--- src/mic_pkg.sv ---
// Constants and types shared by the interrupt control block.
// Assumes one instruction clock for the block, the core sequencer and
// every synchronous event source.
// Operation
// - Any reset leaves all interrupts disabled until software enables them.
// - Redirect needs global enable, own enable, and group enable for peripherals.
// - Control and three request registers keep one flag per source.
// - Flags set on their event whatever the enable bits say.
// - Taking an interrupt flushes the prefetch and clears the global enable.
// - Taking an interrupt pushes the current program counter on the stack; with 16 entries held the push is dropped.
// - Taking an interrupt copies core context into shadow registers.
// - After saving state the program counter loads the fixed vector.
// - With global enable clear flags still set; service waits for enable.
// - Return pops the address, restores context and sets global enable.
// - Synchronous sources reach the vector three or four cycles later.
// - Asynchronous sources reach the vector five or six cycles later.
// - Second peripheral enable register layout, bit 1 reads zero, resets zero.

package mic_pkg;

   // ----------------------------------------------------------------
   // Register indexes; the byte address is four times the index.
   // ----------------------------------------------------------------
   localparam logic [11:0] IDX_CONTROL = 12'h78B;
   localparam logic [11:0] IDX_REQ1 = 12'h7C0;
   localparam logic [11:0] IDX_REQ2 = 12'h7C1;
   localparam logic [11:0] IDX_REQ3 = 12'h7C2;
   localparam logic [11:0] IDX_EN1 = 12'h7C3;
   localparam logic [11:0] IDX_EN2 = 12'h7C4;
   localparam logic [11:0] IDX_EN3 = 12'h7C5;
   localparam logic [11:0] IDX_EVT_STAT = 12'h7C6;
   localparam logic [11:0] IDX_EVT_MASK = 12'h7C7;

   // ----------------------------------------------------------------
   // Field positions and reset values.
   // ----------------------------------------------------------------
   localparam int GIE_BIT = 7;
   localparam int PERIPHERAL_GROUP_ENABLE_BIT = 6;
   localparam int T0_EN_BIT = 5;
   localparam int EXT_EN_BIT = 4;
   localparam int PCH_EN_BIT = 3;
   localparam int T0_FLAG_BIT = 2;
   localparam logic [7:0] CONTROL_RST = 8'h00;
   localparam logic [7:0] GROUP_RST = 8'h00;
   localparam logic [7:0] GRP2_IMPL = 8'hFD;
   localparam logic [7:0] FULL_IMPL = 8'hFF;
   localparam logic [2:0] WORD_SIZE = 3'h2;

   // ----------------------------------------------------------------
   // Core side.
   // ----------------------------------------------------------------
   localparam int PC_W = 15;
   localparam logic [PC_W-1:0] VECTOR_ADDR = 15'h0004;
   localparam int STACK_DEPTH = 16;
   localparam int STACK_PTR_W = 5;
   localparam int EVT_W = 3;
   localparam logic [EVT_W-1:0] EVT_RST = 3'h0;

   // Core context saved on entry and restored on return.
   typedef struct packed {
      logic [7:0] wreg;
      logic [4:0] status;
      logic [4:0] bsr;
      logic [6:0] pclath;
   } mic_ctx_t;

endpackage : mic_pkg

--- src/mic_ctrl.sv ---
// Interrupt control block: flags, enables, entry and return sequencing,
// AHB-Lite register slave and a sticky event interrupt output.
// Assumes the core sequencer runs on hclk, holds insn_hold for at most one
// cycle, and pulses return_from_interrupt once per return instruction.
`timescale 1ns/1ps

module mic_ctrl
   import mic_pkg::*;
(
   // Clock and reset.
   input wire logic hclk,
   input wire logic hresetn,
   // AHB-Lite slave.
   input wire logic hsel,
   input wire logic [31:0] haddr,
   input wire logic [1:0] htrans,
   input wire logic hwrite,
   input wire logic [2:0] hsize,
   input wire logic [31:0] hwdata,
   input wire logic hready,
   output logic hreadyout,
   output logic hresp,
   output logic [31:0] hrdata,
   // Event sources.
   input wire logic timer_zero_evt,
   input wire logic ext_pin,
   input wire logic pin_change,
   input wire logic [2:0][7:0] per_evt,
   // Core sequencer.
   input wire logic insn_hold,
   input wire logic return_from_interrupt,
   input wire logic [PC_W-1:0] pc_now,
   input wire mic_ctx_t ctx_in,
   output logic prefetch_flush,
   output logic pc_load,
   output logic [PC_W-1:0] pc_next,
   output logic ctx_restore,
   output mic_ctx_t ctx_out,
   output logic global_irq_enable,
   output logic irq
);

   typedef enum {ST_IDLE, ST_ENTER, ST_RETURN} mic_state_t;

   mic_state_t state;
   logic [7:0] control;
   logic [7:0] req [3];
   logic [7:0] en [3];
   logic [EVT_W-1:0] evt_stat;
   logic [EVT_W-1:0] evt_mask;
   logic ph_valid;
   logic ph_write;
   logic ph_word;
   logic [11:0] ph_idx;
   logic wr_go;
   logic [7:0] rd_val;
   logic [1:0] pins_sync;
   logic [1:0] pins_last;
   logic ext_set;
   logic pch_set;
   logic pending;
   logic take;
   logic pop;
   logic ret_done;
   logic [PC_W-1:0] top_pc;
   logic stack_ovf;

   // ----------------------------------------------------------------
   // Helpers
   // ----------------------------------------------------------------

   // Software write merged with hardware sets; a set beats a clear.
   function automatic logic [7:0] upd(input logic [7:0] cur,
                                     input logic wr,
                                     input logic [7:0] wd,
                                     input logic [7:0] set,
                                     input logic [7:0] impl);
      upd = ((wr ? wd : cur) | set) & impl;
   endfunction : upd

   // Bit 1 of the second group is not implemented and reads zero.
   function automatic logic [7:0] impl_of(input int i);
      impl_of = (i == 1) ? GRP2_IMPL : FULL_IMPL;
   endfunction : impl_of

   // ----------------------------------------------------------------
   // AHB-Lite slave
   // ----------------------------------------------------------------

   // Every transfer gets one wait state so reads see earlier writes.
   always_ff @(posedge hclk or negedge hresetn) begin
      if (!hresetn) begin
         ph_valid <= 1'b0;
         ph_write <= 1'b0;
         ph_word <= 1'b0;
         ph_idx <= '0;
         hreadyout <= 1'b1;
      end else if (hsel && htrans[1] && hready) begin
         ph_valid <= 1'b1;
         ph_write <= hwrite;
         ph_word <= (hsize == WORD_SIZE);
         ph_idx <= haddr[13:2];
         hreadyout <= 1'b0;
      end else begin
         ph_valid <= 1'b0;
         hreadyout <= 1'b1;
      end
   end

   // Only whole-word writes change registers; others are ignored.
   assign wr_go = ph_valid && ph_write && ph_word;

   // The response is always OKAY.
   always_ff @(posedge hclk or negedge hresetn) begin
      if (!hresetn) begin
         hresp <= 1'b0;
      end else begin
         hresp <= 1'b0;
      end
   end

   // Read multiplexer; unmapped indexes read zero.
   always_comb begin
      rd_val = 8'h00;
      case (ph_idx)
         IDX_CONTROL: rd_val = control;
         IDX_REQ1: rd_val = req[0];
         IDX_REQ2: rd_val = req[1];
         IDX_REQ3: rd_val = req[2];
         IDX_EN1: rd_val = en[0];
         IDX_EN2: rd_val = en[1];
         IDX_EN3: rd_val = en[2];
         IDX_EVT_STAT: rd_val = {5'h00, evt_stat};
         IDX_EVT_MASK: rd_val = {5'h00, evt_mask};
         default: rd_val = 8'h00;
      endcase
   end

   // Read data is captured in the wait cycle and held afterwards.
   always_ff @(posedge hclk or negedge hresetn) begin
      if (!hresetn) begin
         hrdata <= '0;
      end else if (ph_valid && !ph_write) begin
         hrdata <= {24'h000000, rd_val};
      end
   end

   // ----------------------------------------------------------------
   // Event capture
   // ----------------------------------------------------------------

   mic_sync #(
      .W(2)
   ) u_sync (
      .hclk(hclk),
      .hresetn(hresetn),
      .din({pin_change, ext_pin}),
      .dout(pins_sync)
   );

   // Edge detection works on synchronised levels only.
   always_ff @(posedge hclk or negedge hresetn) begin
      if (!hresetn) begin
         pins_last <= 2'h0;
      end else begin
         pins_last <= pins_sync;
      end
   end

   // The pin event is a rising edge; a pin change is either edge.
   assign ext_set = pins_sync[0] && !pins_last[0];
   assign pch_set = pins_sync[1] ^ pins_last[1];

   // ----------------------------------------------------------------
   // Control register
   // ----------------------------------------------------------------

   // Hardware GLOBAL_IRQ_ENABLE updates override a bus write in the same cycle so an
   // entry can never be undone by software racing it.
   always_ff @(posedge hclk or negedge hresetn) begin
      if (!hresetn) begin
         control <= CONTROL_RST;
      end else begin
         control <= upd(control, wr_go && ph_idx == IDX_CONTROL,
                        hwdata[7:0],
                        {5'h00, timer_zero_evt, ext_set, pch_set},
                        FULL_IMPL);
         if (take) begin
            control[GIE_BIT] <= 1'b0;
         end else if (ret_done) begin
            control[GIE_BIT] <= 1'b1;
         end
      end
   end

   assign global_irq_enable = control[GIE_BIT];

   // ----------------------------------------------------------------
   // Peripheral request and enable groups
   // ----------------------------------------------------------------

   // Request flags follow their events regardless of any enable.
   always_ff @(posedge hclk or negedge hresetn) begin
      if (!hresetn) begin
         for (int i = 0; i < 3; i++) begin
            req[i] <= GROUP_RST;
         end
      end else begin
         for (int i = 0; i < 3; i++) begin
            req[i] <= upd(req[i],
                          wr_go && ph_idx == IDX_REQ1 + 12'(i),
                          hwdata[7:0], per_evt[i], impl_of(i));
         end
      end
   end

   // Enables are plain software bits.
   always_ff @(posedge hclk or negedge hresetn) begin
      if (!hresetn) begin
         for (int i = 0; i < 3; i++) begin
            en[i] <= GROUP_RST;
         end
      end else begin
         for (int i = 0; i < 3; i++) begin
            en[i] <= upd(en[i], wr_go && ph_idx == IDX_EN1 + 12'(i),
                         hwdata[7:0], 8'h00, impl_of(i));
         end
      end
   end

   // ----------------------------------------------------------------
   // Entry and return sequencing
   // ----------------------------------------------------------------

   // A source counts only with its own enable; peripheral groups also
   // need the group enable.
   assign pending = (|(control[T0_EN_BIT:PCH_EN_BIT]
                       & control[T0_FLAG_BIT:0]))
                    || (control[PERIPHERAL_GROUP_ENABLE_BIT]
                        && |((req[0] & en[0]) | (req[1] & en[1])
                             | (req[2] & en[2])));

   // A return instruction in flight has priority over a new entry.
   assign take = (state == ST_IDLE) && control[GIE_BIT] && pending
                 && !insn_hold && !return_from_interrupt;
   assign pop = (state == ST_IDLE) && return_from_interrupt;
   assign ret_done = (state == ST_RETURN);

   always_ff @(posedge hclk or negedge hresetn) begin
      if (!hresetn) begin
         state <= ST_IDLE;
      end else begin
         case (state)
            ST_IDLE: begin
               if (pop) begin
                  state <= ST_RETURN;
               end else if (take) begin
                  state <= ST_ENTER;
               end
            end
            ST_ENTER: state <= ST_IDLE;
            ST_RETURN: state <= ST_IDLE;
            default: state <= ST_IDLE;
         endcase
      end
   end

   mic_stack u_stack (
      .hclk(hclk),
      .hresetn(hresetn),
      .push(take),
      .pop(pop),
      .push_pc(pc_now),
      .top_pc(top_pc),
      .overflow(stack_ovf)
   );

   // Context is shadowed in the same cycle the entry is taken.
   always_ff @(posedge hclk or negedge hresetn) begin
      if (!hresetn) begin
         ctx_out <= '0;
      end else if (take) begin
         ctx_out <= ctx_in;
      end
   end

   // Core strobes: flush at entry, vector a cycle later, or restore.
   always_ff @(posedge hclk or negedge hresetn) begin
      if (!hresetn) begin
         prefetch_flush <= 1'b0;
         pc_load <= 1'b0;
         pc_next <= '0;
         ctx_restore <= 1'b0;
      end else begin
         prefetch_flush <= take;
         pc_load <= (state == ST_ENTER) || ret_done;
         ctx_restore <= ret_done;
         if (state == ST_ENTER) begin
            pc_next <= VECTOR_ADDR;
         end else if (ret_done) begin
            pc_next <= top_pc;
         end
      end
   end

   // ----------------------------------------------------------------
   // Event status, mask and interrupt output
   // ----------------------------------------------------------------

   // Write one to clear; an event in the same cycle keeps its bit.
   always_ff @(posedge hclk or negedge hresetn) begin
      if (!hresetn) begin
         evt_stat <= EVT_RST;
         evt_mask <= EVT_RST;
      end else begin
         evt_stat <= (evt_stat
                      & ~((wr_go && ph_idx == IDX_EVT_STAT)
                          ? hwdata[EVT_W-1:0] : EVT_RST))
                     | {stack_ovf, ret_done, take};
         if (wr_go && ph_idx == IDX_EVT_MASK) begin
            evt_mask <= hwdata[EVT_W-1:0];
         end
      end
   end

   // The output trails the status by one cycle, which keeps it a flop.
   always_ff @(posedge hclk or negedge hresetn) begin
      if (!hresetn) begin
         irq <= 1'b0;
      end else begin
         irq <= |(evt_stat & evt_mask);
      end
   end
endmodule : mic_ctrl

--- src/mic_stack.sv ---
// Hardware return stack for program counter values.
// Assumes push and pop are never requested in the same cycle.
`timescale 1ns/1ps

module mic_stack
   import mic_pkg::*;
(
   // Clock and reset.
   input wire logic hclk,
   input wire logic hresetn,
   // Requests.
   input wire logic push,
   input wire logic pop,
   input wire logic [PC_W-1:0] push_pc,
   // Results.
   output logic [PC_W-1:0] top_pc,
   output logic overflow
);

   logic [PC_W-1:0] mem [STACK_DEPTH];
   logic [STACK_PTR_W-1:0] ptr;
   logic full;

   assign full = (ptr == STACK_PTR_W'(STACK_DEPTH));

   // A push into a full stack is dropped rather than overwriting.
   always_ff @(posedge hclk) begin
      if (push && !full) begin
         mem[ptr[STACK_PTR_W-2:0]] <= push_pc;
      end
   end

   // Pointer, registered read data and overflow pulse.
   always_ff @(posedge hclk or negedge hresetn) begin
      if (!hresetn) begin
         ptr <= '0;
         top_pc <= '0;
         overflow <= 1'b0;
      end else begin
         overflow <= push && full;
         if (push && !full) begin
            ptr <= ptr + 1'b1;
         end else if (pop && ptr != '0) begin
            ptr <= ptr - 1'b1;
            top_pc <= mem[ptr[STACK_PTR_W-2:0] - 1'b1];
         end
      end
   end
endmodule : mic_stack

--- src/mic_sync.sv ---
// Two-stage synchroniser for asynchronous event pins.
// Assumes the inputs may change at any time relative to hclk.
`timescale 1ns/1ps

module mic_sync #(
   parameter int W = 2
) (
   // Clock and reset.
   input wire logic hclk,
   input wire logic hresetn,
   // Levels.
   input wire logic [W-1:0] din,
   output logic [W-1:0] dout
);

   logic [W-1:0] meta;

   // The first stage feeds only the second stage.
   always_ff @(posedge hclk or negedge hresetn) begin
      if (!hresetn) begin
         meta <= '0;
         dout <= '0;
      end else begin
         meta <= din;
         dout <= meta;
      end
   end

endmodule : mic_sync

--- config.mk ---
export PLATFORM = sky130hd
export DESIGN_NAME = mic_ctrl
export DESIGN_NICKNAME = d
export VERILOG_FILES = /design/src/mic_pkg.sv /design/src/mic_ctrl.sv /design/src/mic_stack.sv /design/src/mic_sync.sv
export SDC_FILE = /design/constraint.sdc
export NUM_CORES = 1
export LEC_CHECK = 0
export BUFFER_PORTS_ARGS = -buffer_cell sky130_fd_sc_hd__buf_2
export CAP_MARGIN = 5
export CORE_MARGIN = 5
export CORE_UTILIZATION = 30
export DETAILED_ROUTE_END_ITERATION = 6
export PLACE_DENSITY = 0.48
export SLEW_MARGIN = 5
export SYNTH_ARGS = -nofsm -noshare
export SYNTH_HDL_FRONTEND = slang
export SYNTH_SLANG_ARGS = --single-unit
--- constraint.sdc ---
create_clock -name hclk -period 4.3 [get_ports hclk]
set_clock_uncertainty 0.1 [all_clocks]
set_input_delay 0.43 -clock hclk [delete_from_list [all_inputs] [get_ports hclk]]
set_output_delay 0.43 -clock hclk [all_outputs]
set_load 0.02 [all_outputs]
==> impl_metrics.env, run 1 <==
export IMPL_outcome="completed"
export IMPL_fin_crit_ns=3.391
export IMPL_grt_pass1_vias=9684
export IMPL_drt_initial_drc_count=643
export IMPL_ys_ff_latch=397
export IMPL_cts_path_max_buffers=3
export IMPL_powerDensity_mw_per_mm2=563.7
export IMPL_yosysTopAreaCellShare=0.4422
export IMPL_path_clk_slew_ns=0.06
export IMPL_drt_first_pass_iters=5
export IMPL_htree_levels=2
export IMPL_grt_overflow_total=0
export IMPL_grt_max_degree=86
export IMPL_die_h_um=243.1
export IMPL_total_leakage_power_nw=7.569
export IMPL_post_drt_via_cell_ratio=4.703
export IMPL_tns_ns=0
export IMPL_num_fill_cells=5081
export IMPL_cp_slowest_stage_delay_ns=0.69
export IMPL_drc=0
export IMPL_max_cap_violations=0
export IMPL_portBuffers=150
export IMPL_post_synth_top_area_cell="edfxtp_1"
export IMPL_rsz0062_at_grt="no"
export IMPL_start_util=0.3029
export IMPL_synth_area_per_cell_um2=17.45
export IMPL_post_cts_buffers=0
export IMPL_ys_types=58
export IMPL_synth_edf_count=240
export IMPL_vdd_drop_max_uv=303.5
export IMPL_setup_viol=0
export IMPL_crit_fanout=11
export IMPL_row_count=85
export IMPL_postRouteAntennaNets=0
export IMPL_routabilityCongestion=0.8132
export IMPL_relSlewSlack=0.3632
export IMPL_hp_class="in2reg"
export IMPL_critPathSlowestCell="o41ai_1"
export IMPL_yosys_warnings=0
export IMPL_cts_resized=0
export IMPL_synth_cells=934
export IMPL_synth_seq_area_share=0.6833
export IMPL_syn_to_final_growth_pct=23.30
export IMPL_die_area_mm2=0.05909
export IMPL_finalMaxSlewViolations=0
export IMPL_cts_sinks=397
export IMPL_vias=9020
export IMPL_io_pin_count=222
export IMPL_finalHoldViolations=0
export IMPL_tightest_slew_ns=0.9481
export IMPL_place_detailed_hpwl_um=25600
export IMPL_multiInputGateArea_mm2=0.004852
export IMPL_clkLatencyLatePin_ns=0.58
export IMPL_worstPathArrival_ns=3.78
export IMPL_synth_area_leaders="edfxtp_1, dfrtp_1, mux4_2"
export IMPL_cp_end_kind="flip-flop"
export IMPL_whs_ns=0.03820
export IMPL_grt_pass1_wl_um=61290
export IMPL_timing_fmax_mhz=294.9
export IMPL_path_cells="a222oi_1, nand3_1, o41ai_1, a21oi_1, buf_4, inv_1, ha_1, a21o_1, a21oi_1, mux2i_1, xnor2_1"
export IMPL_finalNetCount=1338
export IMPL_cts_tree="yes"
export IMPL_synthFlopType="edfxtp_1"
export IMPL_cts_buffers_inserted=45
export IMPL_wl_per_cell_um=20.74
export IMPL_cts_hold_buf=66
export IMPL_dieWidth_um=243.1
export IMPL_grt_use_total=0.1340
export IMPL_antenna_found_initial=1
export IMPL_crit_top_cell="a21oi_1"
export IMPL_core_area_mm2=0.05381
export IMPL_synthArstFlopShare=0.3955
export IMPL_layout_drive_gt1_share=0.3639
export IMPL_crit_required_ns=4.69
export IMPL_seq_area_mm2=0.01114
export IMPL_startpoint_type="flip-flop"
export IMPL_wirelength_um=39790
export IMPL_criticalPathCategory="reg2reg"
export IMPL_syn_area_mm2=0.01630
export IMPL_clock_tree_root_cell="clkbuf_16"
export IMPL_fin_crit_sh=0.7885
[logic make-up after synthesis]
family / Yosys count / share of synthesized area
compound gates: 107 / 0.04637
xor+xnor: 7 / 0.003761
fa+ha+maj: 12 / 0.009672
buf+inv: 99 / 0.02978
flops: 397 / 0.6833
mux: 175 / 0.1769
other cells: 1 / 0.0002301
simple gates: 136 / 0.04997
[area by class of cell]
class | instances | area share
Inverter | 30 | 0.005603
Sequential cell | 397 | 0.5544
Timing Repair Buffer | 247 | 0.08399
Antenna cell | 2 | 0.0002490
Tap cell | 696 | 0.04333
Clock buffer | 53 | 0.05852
Multi-Input combinational cell | 462 | 0.2414
Clock inverter | 31 | 0.01251
[cells in the mapped netlist, types with 7 or more instances]
library cell and number:
nand3b_1 17, xnor2_1 7, a21oi_1 16, edfxtp_1 240
clkbuf_1 26, nor3_1 16, ha_1 11, nor2b_1 27
a22oi_1 12, buf_4 25, nand2_1 23, nor2_1 16
mux2_2 85, buf_1 7, o21ai_0 23, mux4_2 82
inv_1 30, dfrtp_1 156, nand3_1 8, mux2i_1 8
a211o_1 24, buf_2 10
[layer usage]
layer	vias to the layer above	routed length, µm	GRT usage
met3	55	1971	0.03157
met2	193	19660	0.2263
li1	4100	-	-
met1	4672	17390	0.1751
met4	0	761	0.03455
met5	-	0	0
[flip-flops by register name, summed over array words and instances (netlist names), 5 cells and up]
signal / cells
control: 8
ctx_out: 25
en: 23
hrdata: 8
pc_next: 15
ph_idx: 12
req: 23
u_stack.mem: 240
u_stack.ptr: 5
u_stack.top_pc: 15
[worst paths after layout]
path	startpoint	endpoint	slack [ns]	depth (start not counted)
worst max-delay path	req[11]$_DFF_PN0_	u_stack.ptr[4]$_DFFE_PN0P_	0.91	11
worst min-delay path	hsize[1]	ph_word$_DFFE_PN0P_	0.04	3
worst max register to register	req[11]$_DFF_PN0_	u_stack.ptr[4]$_DFFE_PN0P_	0.91	11
worst min register to register	u_sync.meta[1]$_DFF_PN0_	u_sync.dout[1]$_DFF_PN0_	0.25	0
max in group asynchronous	hresetn	ctx_out[13]$_DFFE_PN0P_	2.82	3
min in group asynchronous	hresetn	ph_valid$_DFF_PN0_	0.36	2
[worst max-delay path, delay by kind of cell, from the launching register on]
family | cells | cell delay (ns)
compound gates | 5 | 1.63
xor+xnor | 1 | 0.14
fa+ha+maj | 1 | 0.29
buf+inv | 2 | 0.34
flops | 1 | 0.45
mux | 1 | 0.26
simple gates | 1 | 0.13
[through the flow]
| step | worst slack, ns | util | instances | power, W | cell area [µm²] |
|---|---|---|---|---|---|
| final | 0.9093 | 0.3734 | 1918 | 0.01133 | 20100 |
| after global routing | 0.6999 | 0.3734 | 1916 | 0.01192 | 20090 |
| after CTS | 0.8835 | 0.3734 | 1916 | 0.01156 | 20090 |
| after detailed placement | 0.8956 | 0.3346 | 1766 | 0.007729 | 18000 |
| after global placement | 0.9146 | 0.3346 | 1766 | 0.007720 | 18000 |
| after floorplan | 0.1781 | - | 958 | 0.006716 | 16390 |
[cell usage in the layout, fill, tap and decap left out, types with 8 or more instances in the layout]
cell type | synthesis | layout
ha_1 | 11 | 10
buf_4 | 25 | 28
nand3_1 | 8 | 8
clkbuf_16 | 0 | 45
a22oi_1 | 12 | 12
o21ai_0 | 23 | 23
a211o_1 | 24 | 24
nor2b_1 | 27 | 26
mux2_2 | 85 | 85
clkinv_1 | 0 | 9
nand2_1 | 23 | 23
clkinv_2 | 0 | 12
nor2_1 | 16 | 16
conb_1 | 1 | 25
a21oi_1 | 16 | 16
inv_1 | 30 | 30
nor3_2 | 1 | 13
dlygate4sd3_1 | 0 | 66
buf_2 | 10 | 149
dfrtp_1 | 156 | 155
edfxtp_1 | 240 | 240
nand3b_1 | 17 | 17
mux2i_1 | 8 | 8
mux4_2 | 82 | 82
[power breakdown]
group          internal [W]  total (W)  switching, W
Sequential          0.00427    0.00450      0.000226
Clock               0.00215    0.00370       0.00155
Combinational       0.00155    0.00313       0.00157
Total               0.00797     0.0113       0.00335
Power figures use the tool's default switching activity.
==> run 2, diff against run 1 <==
PLACE_DENSITY = 0.46   (was 0.48)
clock period = 3.25 ns   (was 4.3 ns; I/O delays follow)
==> impl_metrics.env, run 2 (same netlist as run 1, synthesis figures left out) <==
export IMPL_final_cell_mix="edfxtp_1, dfrtp_1, buf_2"
export IMPL_cp_end_kind="flip-flop"
export IMPL_crit_fanout=12
export IMPL_cts_path_max_buffers=3
export IMPL_fin_area_mm2=0.02109
export IMPL_row_count=85
export IMPL_hp_class="in2reg"
export IMPL_outcome="completed"
export IMPL_startpoint_type="flip-flop"
export IMPL_worstPathArrival_ns=3.43
export IMPL_die_h_um=243.1
export IMPL_cts_buffers_inserted=46
export IMPL_routabilityCongestion=0.8127
export IMPL_placed_cell_area_mm2=0.01823
export IMPL_wirelength_um=42280
export IMPL_postRouteAntennaNets=0
export IMPL_fin_crit_sh=0.9529
export IMPL_rsz0062_at_grt="no"
export IMPL_htree_levels=2
export IMPL_vdd_drop_max_uv=890.8
export IMPL_drt_initial_drc_count=636
export IMPL_grt_pass1_wl_um=63870
export IMPL_final_common_cell="edfxtp_1"
export IMPL_fin_crit_ns=3.097
export IMPL_finalNetCount=1413
export IMPL_tns_ns=0
export IMPL_grt_use_total=0.1411
export IMPL_portBuffers=150
export IMPL_wl_per_cell_um=21.20
export IMPL_dieWidth_um=243.1
export IMPL_vias=9333
export IMPL_clock_tree_root_cell="clkbuf_16"
export IMPL_grt_max_degree=66
export IMPL_grt_overflow_total=0
export IMPL_relSlewSlack=0.2793
export IMPL_core_area_mm2=0.05381
export IMPL_tightest_slew_ns=1.077
export IMPL_total_power_w=0.01554
export IMPL_drc=0
export IMPL_place_detailed_hpwl_um=26140
export IMPL_syn_to_final_growth_pct=29.39
export IMPL_layout_drive_gt1_share=0.3711
export IMPL_finalHoldViolations=0
export IMPL_drt_first_pass_iters=5
export IMPL_antenna_found_initial=2
export IMPL_finalMaxSlewViolations=0
export IMPL_setup_viol=0
export IMPL_powerDensity_mw_per_mm2=737.0
export IMPL_criticalPathCategory="reg2reg"
export IMPL_die_area_mm2=0.05909
export IMPL_start_util=0.3029
export IMPL_clkLatencyLatePin_ns=0.59
export IMPL_timing_fmax_mhz=322.9
export IMPL_setup_ws_ns=0.1532
export IMPL_total_leakage_power_nw=7.996
export IMPL_io_pin_count=222
export IMPL_cts_sinks=397
export IMPL_largest_register_ffs=240
export IMPL_fin_util=0.3919
export IMPL_path_clk_slew_ns=0.06
export IMPL_grt_pass1_vias=9877
export IMPL_post_drt_via_cell_ratio=4.681
export IMPL_crit_required_ns=3.59
export IMPL_place_ws_ns=-0.02865
export IMPL_cts_tree="yes"
export IMPL_max_cap_violations=0
## run 2: changes by cell type in the layout (fill, tap and decap cells not counted), sizes merged
cell         before  now
inv              34   32
buf             181  213
dlygate4sd3      66  108
bufinv            3    4
clkinv           22   14
clkbuf           53   64
## run 2: critical path: stages (launching register included)
cell and delay, ns:
dfrtp_1 0.37, or4b_1 0.61, or3_1 0.45, nor3_2 0.26
buf_4 0.27, nor2b_1 0.07, a211o_1 0.27, dlygate4sd3_1 0.57
## run 2: path summary, 6_finish.rpt
check	from	end	slack [ns]	cells past startpoint
worst min register to register	u_sync.meta[1]$_DFF_PN0_	u_sync.dout[1]$_DFF_PN0_	0.25	0
worst max-delay path	ph_idx[2]$_DFFE_PN0P_	req[12]$_DFF_PN0_	0.15	7
max in group asynchronous	hresetn	ctx_out[17]$_DFFE_PN0P_	2.09	3
min in group asynchronous	hresetn	u_stack.top_pc[10]$_DFFE_PN0P_	0.19	2
worst min-delay path	hwdata[0]	req[16]$_DFF_PN0_	0.03	2
worst max register to register	ph_idx[2]$_DFFE_PN0P_	req[12]$_DFF_PN0_	0.15	7
## run 2: where the power goes
group	total, W	internal, W	switching [W]
combinational	0.00448	0.00219	0.00229
sequential	0.00584	0.00566	0.000180
clock	0.00522	0.00310	0.00212
## run 2: metrics by stage
| step | hold WS (ns) | cells |
|---|---|---|
| floorplan | -0.07059 | 958 |
| global placement | 0.2250 | 1784 |
| detailed placement | 0.2287 | 1784 |
| CTS | 0.0001028 | 1987 |
| global route | 0.03204 | 1993 |
| finish | 0.03456 | 1994 |
## run 2: cell type report
| cell class | count | area [µm²] |
|---|---|---|
| well taps | 696 | 870.8 |
| repair buffers | 321 | 2486 |
| multi-input cells | 462 | 4923 |
| clock buffers | 64 | 1279 |
| clock inverters | 22 | 271.5 |
| diodes | 2 | 5.005 |
| fillers | 4988 | 32730 |
| flip-flops and latches | 397 | 11140 |
| inverters | 30 | 112.6 |
## run 2: repair_timing
item	4_1_cts	5_1_grt
buffers inserted	9	5
pin swaps	2	2
hold endpoints to repair	348	0
hold buffers	108	0
gates resized for setup	0	3
endpoints found under the setup margin	4	21
## run 2: per-layer routing
layer / wire length, µm / up-vias / track usage
met5: 0 / - / 0
met4: 989 / 0 / 0.04022
met3: 1843 / 57 / 0.02596
met2: 20560 / 207 / 0.2337
met1: 18880 / 4822 / 0.1915
li1: - / 4247 / -
==> run 3, diff against run 2 <==
CELL_PAD_IN_SITES_DETAIL_PLACEMENT = 0   (was unset)
CELL_PAD_IN_SITES_GLOBAL_PLACEMENT = 2   (was unset)
PLACE_DENSITY = 0.59   (was 0.46)
==> impl_metrics.env, run 3 (same netlist as run 1, synthesis figures left out) <==
export IMPL_worstPathArrival_ns=3.36
export IMPL_fin_util=0.3813
export IMPL_grt_overflow_total=0
export IMPL_fin_area_mm2=0.02052
export IMPL_grt_use_met3=0.02904
export IMPL_fin_crit_sh=0.9292
export IMPL_cts_tree="yes"
export IMPL_placed_cells=1776
export IMPL_finalHoldViolations=0
export IMPL_drt_initial_drc_count=439
export IMPL_worstHoldStart="hwdata[2]"
export IMPL_path_clk_slew_ns=0.06
export IMPL_cts_buffers_inserted=45
export IMPL_layout_drive_gt1_share=0.3713
export IMPL_cp_slowest_stage_delay_ns=0.60
export IMPL_seq_area_mm2=0.01114
export IMPL_post_drt_via_cell_ratio=4.668
export IMPL_timing_fmax_mhz=331.2
export IMPL_switching_share=0.2950
export IMPL_combPwrFrac=0.290
export IMPL_core_area_mm2=0.05381
export IMPL_grt_pass1_vias=9484
export IMPL_hold_path_depth=2
export IMPL_hold_end="control[2]$_DFF_PN0_"
export IMPL_die_area_mm2=0.05909
export IMPL_max_cap_violations=0
export IMPL_crit_required_ns=3.59
export IMPL_wl_per_cell_um=21.24
export IMPL_clock_tree_root_cell="clkbuf_16"
export IMPL_largest_register_ffs=240
export IMPL_path_cells="or4b_1, or3_1, nor4_4, buf_4, nor2b_1, a211o_1, dlygate4sd3_1"
export IMPL_relSlewSlack=0.3749
export IMPL_setup_viol=0
export IMPL_powerDensity_mw_per_mm2=761.2
export IMPL_start_util=0.3029
export IMPL_portBuffers=150
export IMPL_drc=0
export IMPL_finalNetCount=1359
export IMPL_cts_path_max_buffers=3
export IMPL_cts_sinks=397
export IMPL_routabilityCongestion=0.7828
export IMPL_ff2ff_setup_slack_ns=0.23
export IMPL_row_count=85
export IMPL_hp_class="in2reg"
export IMPL_grt_pass1_wl_um=61980
export IMPL_grtUsageMet1=0.1828
export IMPL_syn_to_final_growth_pct=25.90
export IMPL_fin_crit_ns=3.020
export IMPL_pwr_share_clk=0.335
export IMPL_finalNonFillerCells=1937
export IMPL_finalMaxSlewViolations=0
export IMPL_dieWidth_um=243.1
export IMPL_num_fill_cells=5074
export IMPL_tightest_slew_ns=0.9347
export IMPL_grt_max_degree=74
export IMPL_drt_first_pass_iters=4
export IMPL_placed_cell_area_mm2=0.01817
export IMPL_wirelength_um=41140
export IMPL_critPathSlowestCell="or4b_1"
export IMPL_clkLatencyLatePin_ns=0.57
export IMPL_vdd_drop_max_uv=561.7
export IMPL_p_switching_w=0.004607
export IMPL_busiest_layer="met2"
export IMPL_p_int_w=0.01101
export IMPL_grt_use_total=0.1373
export IMPL_outcome="completed"
export IMPL_crit_fanout=16
export IMPL_seq_power_share=0.375
export IMPL_rsz0062_at_grt="no"
export IMPL_r2r_cells=7
export IMPL_final_common_cell="edfxtp_1"
export IMPL_use_met2=0.2286
export IMPL_place_detailed_hpwl_um=26760
export IMPL_die_h_um=243.1
export IMPL_reg2reg_to="req[22]$_DFF_PN0_"
export IMPL_postRouteAntennaNets=0
export IMPL_worstReg2RegStart="ph_idx[2]$_DFFE_PN0P_"
export IMPL_antenna_found_initial=1
export IMPL_final_cell_mix="edfxtp_1, dfrtp_1, buf_2"
export IMPL_criticalPathCategory="reg2reg"
export IMPL_io_pin_count=222
export IMPL_htree_levels=2
export IMPL_startpoint_type="flip-flop"
export IMPL_vias=9041
export IMPL_cp_top_family="simple AND/OR/NAND/NOR gates"
export IMPL_crit_buf_inv=2
export IMPL_multiInputGateArea_mm2=0.004912
export IMPL_total_leakage_power_nw=7.758
export IMPL_cp_end_kind="flip-flop"
export IMPL_tns_ns=0
run 3: worst reg2reg max path, cell delays in order, from the launching register on:
cell           delay [ns]
dfrtp_1              0.38
or4b_1               0.61
or3_1                0.47
nor4_4               0.17
buf_4                0.28
nor2b_1              0.08
a211o_1              0.26
dlygate4sd3_1        0.55
run 3: worst max path at each step:
| stage | start | endpoint | slack [ns] | depth (start not counted) |
|---|---|---|---|---|
| 6_report | ph_idx[2]$_DFFE_PN0P_ | req[22]$_DFF_PN0_ | 0.23 | 7 |
| 5_1_grt | state[0]$_DFFE_PN0P_ | u_stack.mem[12][8]$_DFFE_PP_ | 0.002 | 8 |
| 4_1_cts | req[11]$_DFF_PN0_ | u_stack.ptr[4]$_DFFE_PN0P_ | 0.03 | 11 |
| 3_5_place_dp | req[11]$_DFF_PN0_ | u_stack.ptr[4]$_DFFE_PN0P_ | 0.08 | 11 |
| 3_3_place_gp | req[11]$_DFF_PN0_ | u_stack.ptr[4]$_DFFE_PN0P_ | 0.07 | 11 |
| 2_1_floorplan | u_stack.ptr[0]$_DFFE_PN0P_ | u_stack.ptr[4]$_DFFE_PN0P_ | 0.08 | 13 |
run 3: layout make-up:
type,count,area share
antenna,2,0.0002439
clock buffer,54,0.05750
clock inverter,28,0.01750
inverter,30,0.005487
multi-input combinational,462,0.2394
sequential,397,0.5429
tap,696,0.04244
timing repair buffer,268,0.09457
run 3: layer usage:
metal / wire [µm] / vias to the layer above
met4: 943 / 0
met5: 0 / -
met3: 1813 / 62
li1: - / 4150
met2: 20370 / 178
met1: 18010 / 4651
run 3: what timing repair did:
action | in CTS | in global routing
hold endpoints to repair | 153 | 0
gates resized for setup | 0 | 1
setup endpoints to repair | 0 | 20
hold buffers | 74 | 0
setup buffers | 0 | 3
run 3: stage by stage:
stage / power (W) / setup slack [ns] / hold WS (ns)
floorplan: 0.008955 / 0.08044 / -0.07059
global placement: 0.01051 / 0.06719 / 0.2336
detailed placement: 0.01052 / 0.08155 / 0.2371
CTS: 0.01593 / 0.02856 / 0.0002253
global route: 0.01645 / 0.001835 / 0.01664
finish: 0.01562 / 0.2302 / 0.02889
run 3: power by group through the flow:
stage	registers, W	clock network, W	logic (W)
2_1_floorplan	0.00602	0	0.00294
3_3_place_gp	0.00596	0	0.00455
3_5_place_dp	0.00597	0	0.00456
4_1_cts	0.00586	0.00543	0.00464
5_1_grt	0.00590	0.00565	0.00490
6_report	0.00586	0.00523	0.00453
